===== src/rtl/lkpm_pkg.sv =====
// Purpose: Shared constants and carrier types for the LED/key pin function mux.
// Assumes: Default variant is the largest package (3 straps, 12 key returns, shared line 15).
// Notes:   Phase codes drive the pin mux; all widths fixed.
package lkpm_pkg;

	// ==========================================================
	// Geometry
	localparam int NUM_CATHODES     = 8;
	localparam int NUM_SEGMENTS     = 16;
	localparam int NUM_SCAN_SOURCES = 3;
	localparam int SCAN_SOURCE_BASE = 1;
	localparam int STRAP_SOURCE_IDX = 0;
	localparam int DEF_NUM_STRAPS   = 3;
	localparam int DEF_NUM_RETURNS  = 12;
	localparam int DEF_ALERT_INDEX  = 15;

	// ==========================================================
	// Reset values
	localparam logic RST_ALERT_SEL = 1'h0;
	localparam logic RST_ALERT_POL = 1'h0;

	// ==========================================================
	// Phases
	typedef enum logic [1:0] {
		LKPM_PH_POR     = 2'h0,
		LKPM_PH_DISPLAY = 2'h1,
		LKPM_PH_SCAN    = 2'h2,
		LKPM_PH_IDLE    = 2'h3
	} lkpm_phase_t;

	// One pin group: output level, output enable and pull-down enable.
	typedef struct packed {
		logic [NUM_SEGMENTS-1:0] out;
		logic [NUM_SEGMENTS-1:0] oe;
		logic [NUM_SEGMENTS-1:0] pd;
	} lkpm_seg_pins_t;

	typedef struct packed {
		logic [NUM_CATHODES-1:0] out;
		logic [NUM_CATHODES-1:0] oe;
	} lkpm_cath_pins_t;

endpackage


===== src/rtl/lkpm_pin_mux.sv =====
// Purpose: Phase-driven function mux for cathode and segment lines of an LED matrix with keyscan.
// Assumes: Phase, display data and scan strobes come from the sequencer, synchronous to clock.
// Notes:   All pin controls are registered; pins change one cycle after phase and data, two after alertSelWrite; the alert level two after alertReq.
//
// Functional notes
// RL1: Cathodes drive low to select in display.
// RL2: First cathode drives high in reset, scan.
// RL3: Cathodes two to four drive high when active in scan.
// RL4: Segments drive high when active in display.
// RL5: Strap segments read with pull-down in reset/scan.
// RL6: Key returns become pulled-down inputs, sampled.
// RL7: Select zero: shared line is segment/key.
// RL8: Select one: shared line only alert output.
// RL9: Polarity zero: alert drives low when asserted.
// RL10: Polarity one: alert drives high when asserted.
// RL11: Reset leaves shared line as segment.
// RL12: Strap, return counts and alert position parameterised.
`timescale 1ns/100ps
`default_nettype none
module lkpm_pin_mux
	import lkpm_pkg::*;
#(
	// RL12: variant parameters
	parameter int NUM_STRAPS  = DEF_NUM_STRAPS,
	parameter int NUM_RETURNS = DEF_NUM_RETURNS,
	parameter int ALERT_INDEX = DEF_ALERT_INDEX
)(
	input  wire logic                    clock,
	input  wire logic                    resetn,
	input  wire lkpm_phase_t             phase,
	input  wire logic [NUM_CATHODES-1:0] cathodeSelect,
	input  wire logic [NUM_SEGMENTS-1:0] segmentData,
	input  wire logic [NUM_SCAN_SOURCES-1:0] scanSourceActive,
	input  wire logic                    alertSelWrite,
	input  wire logic                    alertSelValue,
	input  wire logic                    alertPolValue,
	input  wire logic                    alertReq,
	input  wire logic [NUM_SEGMENTS-1:0] segmentIn,
	output lkpm_cath_pins_t              cathodePins,
	output lkpm_seg_pins_t               segmentPins,
	output logic [NUM_SEGMENTS-1:0]      keyData,
	output logic [NUM_SEGMENTS-1:0]      strapData,
	output logic                         alertSelected
);

	// Masks of segment roles, built once from the variant parameters.
	function automatic logic [NUM_SEGMENTS-1:0] roleMask(input int lo, input int cnt);
		logic [NUM_SEGMENTS-1:0] m;
		m = '0;
		for (int i = 0; i < NUM_SEGMENTS; i++) begin
			if (i >= lo && i < lo + cnt) begin
				m[i] = 1'b1;
			end
		end
		return m;
	endfunction

	localparam logic [NUM_SEGMENTS-1:0] STRAP_MASK  = roleMask(0, NUM_STRAPS);
	localparam logic [NUM_SEGMENTS-1:0] RETURN_MASK = roleMask(NUM_STRAPS, NUM_RETURNS + 1);
	localparam logic [NUM_SEGMENTS-1:0] SHARED_MASK = roleMask(ALERT_INDEX, 1);

	typedef struct packed {
		lkpm_cath_pins_t         cath;
		lkpm_seg_pins_t          seg;
		logic [NUM_SEGMENTS-1:0] keys;
		logic [NUM_SEGMENTS-1:0] straps;
		logic                    alertSel;
		logic                    alertPol;
	} lkpm_mux_st_t;

	lkpm_mux_st_t state_reg;
	lkpm_mux_st_t state_next;
	logic         alertLevel;

	// ==========================================================
	// Alert level generation lives in its own small module.
	lkpm_alert_drive u_alert (
		.clock      (clock),
		.resetn     (resetn),
		.alertSel   (state_reg.alertSel),
		.alertPol   (state_reg.alertPol),
		.alertReq   (alertReq),
		.alertLevel (alertLevel)
	);

	// ==========================================================
	// Next-state: pin functions per phase.
	always_comb begin
		state_next = state_reg;
		if (alertSelWrite) begin
			state_next.alertSel = alertSelValue;
			state_next.alertPol = alertPolValue;
		end
		state_next.cath.out = '1;
		state_next.cath.oe  = '0;
		state_next.seg.out  = '0;
		state_next.seg.oe   = '0;
		state_next.seg.pd   = '0;
		unique case (phase)
			LKPM_PH_DISPLAY: begin
				// RL1: active-low cathodes
				state_next.cath.out = ~cathodeSelect;
				state_next.cath.oe  = '1;
				// RL4: active-high segments
				// RL5: straps drive as segments otherwise
				state_next.seg.out = segmentData;
				state_next.seg.oe  = '1;
			end
			LKPM_PH_SCAN: begin
				// RL2: strap source high
				state_next.cath.out[STRAP_SOURCE_IDX] = 1'b1;
				state_next.cath.oe[STRAP_SOURCE_IDX]  = 1'b1;
				// RL3: scan sources high when active
				for (int k = 0; k < NUM_SCAN_SOURCES; k++) begin
					state_next.cath.out[SCAN_SOURCE_BASE+k] = scanSourceActive[k];
					state_next.cath.oe[SCAN_SOURCE_BASE+k]  = 1'b1;
				end
				// RL5: strap inputs pulled down
				// RL6: key returns pulled down
				state_next.seg.pd = STRAP_MASK | RETURN_MASK;
				state_next.straps = segmentIn & STRAP_MASK;
				state_next.keys   = segmentIn & RETURN_MASK;
			end
			LKPM_PH_POR: begin
				// RL2: strap source high at reset
				state_next.cath.out[STRAP_SOURCE_IDX] = 1'b1;
				state_next.cath.oe[STRAP_SOURCE_IDX]  = 1'b1;
				// RL5: straps read at reset
				state_next.seg.pd = STRAP_MASK;
				state_next.straps = segmentIn & STRAP_MASK;
			end
			LKPM_PH_IDLE: begin
				// RL5: straps driven as unlit segments
				// Cathodes and other segments float, bar an alert-selected shared line; straps stay outputs but drive low, so nothing lights.
				state_next.cath.oe = '0;
				state_next.seg.oe  = STRAP_MASK;
			end
		endcase
		// RL8: shared line becomes alert only
		if (state_reg.alertSel) begin
			state_next.seg.out[ALERT_INDEX] = alertLevel;
			state_next.seg.oe[ALERT_INDEX]  = 1'b1;
			state_next.seg.pd[ALERT_INDEX]  = 1'b0;
			state_next.keys[ALERT_INDEX]    = 1'b0;
		end
		// RL7: select zero keeps segment/key role through the phase logic above.
	end

	// ==========================================================
	// State register; reset leaves the shared line as a segment line.
	always_ff @(posedge clock) begin
		if (!resetn) begin
			state_reg.cath.out <= '1;
			state_reg.cath.oe  <= '0;
			state_reg.seg      <= '0;
			state_reg.keys     <= '0;
			state_reg.straps   <= '0;
			// RL11: alert off after reset
			state_reg.alertSel <= RST_ALERT_SEL;
			state_reg.alertPol <= RST_ALERT_POL;
		end else begin
			state_reg <= state_next;
		end
	end

	assign cathodePins   = state_reg.cath;
	assign segmentPins   = state_reg.seg;
	assign keyData       = state_reg.keys;
	assign strapData     = state_reg.straps;
	assign alertSelected = state_reg.alertSel;

	// ==========================================================
	// Checks.
	disp_cath_a: assert property (@(posedge clock) disable iff (!resetn)
		(phase == LKPM_PH_DISPLAY) |=> (cathodePins.out == ~$past(cathodeSelect)))   // RL1
		else $error("display cathode level wrong");
	src_high_a: assert property (@(posedge clock) disable iff (!resetn)
		(phase == LKPM_PH_SCAN || phase == LKPM_PH_POR)
		|=> (cathodePins.out[0] && cathodePins.oe[0]))   // RL2
		else $error("strap source not high");
	scan_src_a: assert property (@(posedge clock) disable iff (!resetn)
		(phase == LKPM_PH_SCAN) |=> (cathodePins.out[3:1] == $past(scanSourceActive)))   // RL3
		else $error("scan source level wrong");
	disp_seg_a: assert property (@(posedge clock) disable iff (!resetn)
		(phase == LKPM_PH_DISPLAY && !alertSelected)
		|=> (segmentPins.out == $past(segmentData) && segmentPins.oe == '1))   // RL4
		else $error("display segment level wrong");
	strap_in_a: assert property (@(posedge clock) disable iff (!resetn)
		(phase == LKPM_PH_POR) |=> ((segmentPins.oe & STRAP_MASK) == '0 && (segmentPins.pd & STRAP_MASK) == STRAP_MASK))   // RL5
		else $error("strap lines not inputs");
	strap_drive_a: assert property (@(posedge clock) disable iff (!resetn)   // RL5
		(phase == LKPM_PH_IDLE)
		|=> ((segmentPins.oe & STRAP_MASK) == STRAP_MASK && (segmentPins.out & STRAP_MASK) == '0))
		else $error("strap lines not driven");
	key_sample_a: assert property (@(posedge clock) disable iff (!resetn)
		(phase == LKPM_PH_SCAN && !alertSelected)
		|=> (keyData == ($past(segmentIn) & RETURN_MASK)))   // RL6
		else $error("key data not sampled");
	shared_key_a: assert property (@(posedge clock) disable iff (!resetn)
		(phase == LKPM_PH_SCAN && !alertSelected) |=> segmentPins.pd[ALERT_INDEX])   // RL7
		else $error("shared line not key return");
	alert_only_a: assert property (@(posedge clock) disable iff (!resetn)
		alertSelected |=> (segmentPins.oe[ALERT_INDEX] && !keyData[ALERT_INDEX]))   // RL8
		else $error("shared line not alert");
	reset_seg_a: assert property (@(posedge clock)
		!resetn |=> !alertSelected)   // RL11
		else $error("alert on after reset");

endmodule
`default_nettype wire


===== src/rtl/lkpm_alert_drive.sv =====
// Purpose: Registered alert output level with selectable polarity.
// Assumes: Alert request is synchronous to clock.
// Notes:   Output forced inactive while the alert function is off.
`timescale 1ns/100ps
`default_nettype none
module lkpm_alert_drive
	import lkpm_pkg::*;
(
	input  wire logic clock,
	input  wire logic resetn,
	input  wire logic alertSel,
	input  wire logic alertPol,
	input  wire logic alertReq,
	output var  logic alertLevel
);

	typedef struct packed {
		logic level;
	} lkpm_alert_st_t;

	lkpm_alert_st_t state_reg;
	lkpm_alert_st_t state_next;

	// ==========================================================
	// Level: asserted means low when polarity is 0, high when 1.
	always_comb begin
		state_next = state_reg;
		// RL9: low-active polarity
		// RL10: high-active polarity
		state_next.level = (alertSel & alertReq) ? alertPol : ~alertPol;
	end

	always_ff @(posedge clock) begin
		if (!resetn) begin
			state_reg.level <= ~RST_ALERT_POL;
		end else begin
			state_reg <= state_next;
		end
	end

	assign alertLevel = state_reg.level;

	// RL9: polarity zero check
	alert_low_a: assert property (@(posedge clock) disable iff (!resetn)
		(alertSel && !alertPol) |=> (alertLevel == !$past(alertReq)))   // RL9
		else $error("alert level wrong for low polarity");
	// RL10: polarity one check
	alert_high_a: assert property (@(posedge clock) disable iff (!resetn)
		(alertSel && alertPol) |=> (alertLevel == $past(alertReq)))   // RL10
		else $error("alert level wrong for high polarity");

endmodule
`default_nettype wire


===== config.mk =====
export PLATFORM = sky130hd
export DESIGN_NAME = lkpm_pin_mux
export DESIGN_NICKNAME = d
export VERILOG_FILES = /design/src/rtl/lkpm_pkg.sv /design/src/rtl/lkpm_pin_mux.sv /design/src/rtl/lkpm_alert_drive.sv
export SDC_FILE = /design/constraint.sdc
export NUM_CORES = 1
export LEC_CHECK = 0
export BUFFER_PORTS_ARGS = -buffer_cell sky130_fd_sc_hd__buf_2
export CORE_UTILIZATION = 36
export DETAILED_ROUTE_END_ITERATION = 6
export PLACE_DENSITY = 0.75
export REMOVE_ABC_BUFFERS = 1
export SLEW_MARGIN = 0
export SYNTH_ARGS = -nofsm -noshare
export SYNTH_HDL_FRONTEND = slang
export SYNTH_SLANG_ARGS = --single-unit

===== constraint.sdc =====
create_clock -name clock -period 1.3 [get_ports clock]
set_clock_uncertainty 0.2 [all_clocks]
set_input_delay 0.13 -clock clock [delete_from_list [all_inputs] [get_ports clock]]
set_output_delay 0.13 -clock clock [all_outputs]
set_load 0.05 [all_outputs]

==> key figures, run 1 <==
Outcome
  – Status: complete, no violations

Timing
  – Worst Setup Slack, final: 2.69 ps
  – RSZ-0062 raised after global routing: true
  – Final period utilization: 0.998
  – Fmax: 0.771 GHz
  – Final hold viol count: 0
  – Final slew viol count: 0
  – Period minus WS final: 1300 ps
  – Finish-stage setup viols: 0

Clock network
  – Clk sinks: 51
  – Root buf cell: clkbuf_8
  – H-tree depth: 2
  – Later-pin clock latency in the skew report: 290 ps
  – CTS tree: built
  – Postcts setup bufs: 0
  – CTS Buf Count: 5
  – Clk buf depth: 2
  – Clock transition at path regs: 90 ps

Die
  – Initial Utilization: 0.374
  – I/O pins: 148
  – Die Area: 6070 µm²
  – Vert. Die Dim: 77.9 µm
  – Row cnt: 27
  – Die Span X: 77.9 µm
  – CORE AREA: 5540 µm²

Setup path
  – Worst EP arrival: 970 ps
  – Worst-path fanout max: 16
  – Max stage delay cell, worst path: dfxtp_4
  – Critical path's largest stage delay: 450 ps
  – Worst Path Class, Setup: register to primary output
  – WP buf/inv: 1
  – Endpoint class of the critical path: primary output
  – Delay-heaviest family, CP: flip-flops
  – Startpoint type of the worst setup path: register
  – Reg-to-reg setup timing slack: 360 ps
  – CP cell instances: buf_4
  – Worst Path Required: 970 ps

Drt
  – Routed WL: 5.17 mm
  – Drt first pass iters: 4
  – DRC Markers: 0
  – Initial DRC count: 22
  – Via count: 1778
  – Routed WL per cell: 12.0 µm
  – Routed vias/inst: 4.13
  – Antenna Nets Post-Route: 0

GRT
  – Vias in the first global route: 1721
  – Global-route wire length before repair: 7.78 mm
  – Gr usage total: 0.164
  – Total gr overflow: 0
  – Initial antenna violation count: 0
  – Largest net degree at the start of global routing: 22

Finish
  – Area of the multi-input gates: 692 µm²
  – Max reg flops: 22
  – Final #Nets: 415
  – Share of layout cells above drive strength 1: 0.429
  – Area Growth Syn to Fin: 58.7%
  – Flip-flop and latch area: 1030 µm²
  – Final std cells w/o fill: 431
  – Design Area, Final: 3290 µm²
  – Filler instances: 457
  – # diodes: 0

Logic synthesis
  – Top-count cell post-synth: dfxtp_1
  – FF+latch count, synth: 51
  – Synth Instances: 201
  – Post-synthesis sequential area ratio: 0.492
  – Synth top cells by count: dfxtp_1 (51), buf_4 (49), nor2b_1 (16), and3_1 (15), mux2i_1 (15)
  – Async S/R FF share, synth: 0
  – Synthesized area per cell: 10.3 µm²
  – Netlist Area Pre-Place: 2070 µm²
  – Synth Flop Type: dfxtp_1
  – Synth unique cells: 23
  – Yosys warns: 0
  – Synth top area cells: dfxtp_1 (49%), buf_4 (18%), mux2i_1 (7.2%)
  – Area leader, netlist: dfxtp_1
  – Yosys top cell area share: 0.492
  – Number of enable flip-flop cells after synthesis: 0

Pwr
  – Power per cell area: 1190 nW/µm²
  – Sequential share of power: 0.425
  – Int Power: 0.00274 W
  – Sw Share: 0.302
  – Static Leak: 1.70 nW
  – VDD IR-drop max: 0.556 mV
  – P_sw: 0.00119 W
  – Gate power share: 0.258
  – Clock Power Share: 0.317

Placement
  – Gpl congestion: 0.682
  – Pre-CTS setup slack: -97.5 ps
  – Placed cell area: 2580 µm²
  – DP HPWL: 3.15 mm
  – Placed Cells: 375
  – # port buffers: 131

Worst hold path
  – Hold WC Path Type: input pin to register

Run
  – MaxCap Viol Count: 0
## cell usage in the layout (no fill, tap or decap)
cell type and count:
dfxtp_2 1, conb_1 16, nand2b_1 4, buf_12 2, bufinv_16 2, dfxtp_1 48
o21ai_0 2, dfxtp_4 2, clkbuf_4 6, mux2i_1 15, inv_1 2, clkbuf_1 1
o21a_1 2, ha_1 6, nand2_1 12, o211ai_1 3, and2_1 5, buf_4 39
a21boi_0 1, o21ai_1 3, and3_1 15, nor2b_1 16, or2_4 1, clkbuf_8 5
buf_2 96, nor2_1 1, nand3_1 4, and3b_1 1, dlygate4sd3_1 48
## kinds of logic (layout without fill, tap and decap cells)
logic type / after synthesis / after routing / share of synthesized area
simple gates: 59 / 59 / 0.162
buf+inv: 58 / 201 / 0.201
flops: 51 / 51 / 0.492
compound gates: 11 / 11 / 0.0338
fa+ha+maj: 6 / 6 / 0.0362
mux: 15 / 15 / 0.0724
other cells: 1 / 16 / 0.00181
## path summary, 6_finish.rpt
kind / depth (start not counted) / from / end
max: 1 / segmentPins[30]$_SDFF_PN0_ / segmentPins[19]
min: 2 / resetn / segmentPins[31]$_SDFF_PN0_
max reg2reg: 2 / alertSelected$_SDFFE_PN0P_ / u_alert.alertLevel$_SDFF_PN1_
min reg2reg: 2 / strapData[2]$_SDFFE_PN0P_ / strapData[2]$_SDFFE_PN0P_
## power groups by stage
| stage | combinational [W] | sequential (W) | clock [W] |
|---|---|---|---|
| 2_1_floorplan | 0.000213 | 0.00210 | 0 |
| 3_3_place_gp | 0.000866 | 0.00170 | 0 |
| 3_5_place_dp | 0.000872 | 0.00170 | 0 |
| 4_1_cts | 0.000997 | 0.00167 | 0.00129 |
| 5_1_grt | 0.00106 | 0.00168 | 0.00136 |
| 6_report | 0.00101 | 0.00167 | 0.00125 |
## area by class of cell
class                           count  area share
Timing Repair Buffer              191       0.407
Sequential cell                    51       0.313
Multi-Input combinational cell    107       0.210
Tap cell                           72      0.0274
Clock buffer                        6      0.0221
Clock inverter                      2      0.0183
Inverter                            2     0.00228
## what timing repair did
item	in CTS	in global routing
hold buffers	48	0
gates resized for setup	25	24
hold endpoints to repair	43	0
setup endpoints to repair	29	31
## layer usage
metal / vias to the layer above / share of wire / track usage
li1: 896 / - / -
met1: 788 / 0.39 / 0.159
met2: 90 / 0.54 / 0.342
met3: 4 / 0.068 / 0.0376
met4: 0 / 0.0066 / 0.0333
met5: - / 0 / 0
## stage by stage
step	hold slack (ps)	util	TNS (ps)	power, W
final	8.53	0.594	0	0.00393
after global routing	13.8	0.594	-577	0.00410
after global placement	94.6	0.466	-746	0.00257
after floorplan	-8.06	-	-114610	0.00231
after CTS	5.70	0.587	-163	0.00395
after detailed placement	97.3	0.466	-1330	0.00258
Power figures use the tool's default switching activity.
==> inputs of run 2 (changes only) <==
--- a/config.mk
+++ b/config.mk
@@ -8,6 +8,7 @@
 export BUFFER_PORTS_ARGS = -buffer_cell sky130_fd_sc_hd__buf_2
 export CORE_UTILIZATION = 36
 export DETAILED_ROUTE_END_ITERATION = 6
+export HOLD_SLACK_MARGIN = 0.12
 export PLACE_DENSITY = 0.75
 export REMOVE_ABC_BUFFERS = 1
 export SLEW_MARGIN = 0
==> constraint.sdc (replaced) <==
create_clock -name clock -period 1.1 [get_ports clock]
set_clock_uncertainty 0.2 [all_clocks]
set_input_delay 0.11 -clock clock [delete_from_list [all_inputs] [get_ports clock]]
set_output_delay 0.11 -clock clock [all_outputs]
set_load 0.05 [all_outputs]
==> key figures, run 2 (synthesized netlist as in run 1, its figures left out) <==
Outcome
  – Status: complete, but fails checks
  – Failing checks: negative hold slack, negative setup slack

Setup path
  – Critical path's largest stage delay: 440 ps (about the same)
  – CP cell instances: buf_4
  – Worst Path Class, Setup: register to primary output
  – Reg-to-reg setup timing slack: 40 ps (-320 ps)
  – Max stage delay cell, worst path: dfxtp_4
  – WP buf/inv: 1 (unchanged)
  – Endpoint class of the critical path: primary output
  – Startpoint type of the worst setup path: register
  – Worst EP arrival: 970 ps (about the same)
  – Worst-path fanout max: 12 (-4)
  – Delay-heaviest family, CP: flip-flops
  – Worst Path Required: 790 ps (-180 ps)

Clock network
  – Clk sinks: 51 (unchanged)
  – Clk buf depth: 2 (unchanged)
  – Later-pin clock latency in the skew report: 290 ps (about the same)
  – Post-CTS Hold Fix Bufs: 47 (-2.1%)
  – CTS tree: built
  – H-tree depth: 2 (unchanged)
  – Clock transition at path regs: 90 ps (about the same)
  – Root buf cell: clkbuf_8
  – CTS Buf Count: 5 (unchanged)

Run
  – MaxCap Viol Count: 0 (unchanged)

Timing
  – Period minus WS final: 1280 ps
  – Final setup TNS: -5070 ps (-5070 ps)
  – Final period utilization: 1.16
  – Fmax: 0.783 GHz
  – Worst Setup Slack, final: -176 ps (-179 ps)
  – Final hold viol count: 5 (+5)
  – Finish-stage setup viols: 49 (+49)
  – RSZ-0062 raised after global routing: true
  – Hold_ws: -71.7 ps (-80.2 ps)
  – Final slew viol count: 0 (unchanged)

Finish
  – Area Growth Syn to Fin: 86.3%
  – Final #Nets: 418 (+0.72%)
  – Filler instances: 396 (-13%)
  – Share of layout cells above drive strength 1: 0.577 (+0.148)
  – Most frequent cells in the layout: buf_2 (50), dlygate4sd3_1 (47), dfxtp_2 (42)
  – Most common cell after layout, fill and taps aside: buf_2
  – Max reg flops: 22 (unchanged)
  – Utilization after layout: 0.697 (+0.103)
  – # diodes: 0 (unchanged)

Placement
  – Gpl congestion: 0.690 (+1.2%)
  – # port buffers: 131 (unchanged)
  – Pre-CTS setup slack: -267 ps (-170 ps)
  – DP HPWL: 3.28 mm (+4.0%)

Die
  – Initial Utilization: 0.374 (unchanged)
  – I/O pins: 148 (unchanged)
  – CORE AREA: 5540 µm² (unchanged)
  – Die Area: 6070 µm² (unchanged)
  – Vert. Die Dim: 77.9 µm (unchanged)
  – Row cnt: 27 (unchanged)
  – Die Span X: 77.9 µm (unchanged)

Drt
  – Routed WL: 6.21 mm (+20%)
  – Routed vias/inst: 4.35 (+5.4%)
  – DRC Markers: 0 (unchanged)
  – Drt first pass iters: 4 (unchanged)
  – Via count: 1887 (+6.1%)
  – Antenna Nets Post-Route: 0 (unchanged)
  – Initial DRC count: 14 (-36%)
  – Routed WL per cell: 14.3 µm (+19%)

GRT
  – Initial antenna violation count: 0 (unchanged)
  – Largest net degree at the start of global routing: 22 (unchanged)
  – Vias in the first global route: 1848 (+7.4%)
  – Global-route wire length before repair: 8.98 mm (+15%)
  – Total gr overflow: 0 (unchanged)
  – Gr usage total: 0.194 (+0.0300)

Pwr
  – Power per cell area: 1230 nW/µm² (+2.9%)
  – Total power: 0.00474 W (+21%)
  – VDD IR-drop max: 0.743 mV (+34%)
  – Static Leak: 1.85 nW (+8.8%)

Worst hold path
  – Hold WC Path Type: input pin to register
## run 2: cell types whose count changed in the layout (fill, tap and decap cells not counted), sizes merged
cell         change
buf             +10
clkbuf           -6
bufinv           -1
clkinv           +1
dlygate4sd3      -1
## run 2: cell type report
class                           instances  area [µm²]  area share
Inverter                                2        7.51     0.00194
Timing Repair Buffer                  194        1840       0.476
Sequential cell                        51        1100       0.285
Tap cell                               72        90.1      0.0233
Multi-Input combinational cell        107         709       0.184
Clock buffer                            6        82.6      0.0214
Clock inverter                          2        35.0     0.00907
## run 2: worst paths after layout
kind                                 startpoint                       endpoint  cells after the start
setup reg to reg     alertSelected$_SDFFE_PN0P_     segmentPins[47]$_SDFF_PN0_                      4
hold / removal                           resetn  u_alert.alertLevel$_SDFF_PN1_                      2
setup / recovery     segmentPins[13]$_SDFF_PN0_                segmentPins[14]                      1
hold reg to reg   u_alert.alertLevel$_SDFF_PN1_     segmentPins[47]$_SDFF_PN0_                      2
## run 2: per-stage QoR
stage | std cells | area, µm²
after floorplan | 160 | 1720
after global placement | 376 | 2590
after detailed placement | 376 | 2590
after CTS | 432 | 3710
after global routing | 434 | 3860
final | 434 | 3860
## run 2: report_power, final
part	internal, W	total, W	switching, W
logic	0.000581	0.00140	0.000818
registers	0.00194	0.00202	0.0000808
clock network	0.000736	0.00133	0.000591
## run 2: routing by layer
metal / up-vias / track usage / part of all wire
met3: 4 / 0.0400 / 0.066
met5: - / 0 / 0
met2: 94 / 0.383 / 0.55
li1: 902 / - / -
met4: 0 / 0.0500 / 0.0061
met1: 887 / 0.204 / 0.37
## run 2: timing repair
item / CTS / global route
endpoints found under the hold margin: 49 / 10
setup endpoints to repair: 81 / 90
setup buffers: 1 / 2
resized for setup: 194 / 48
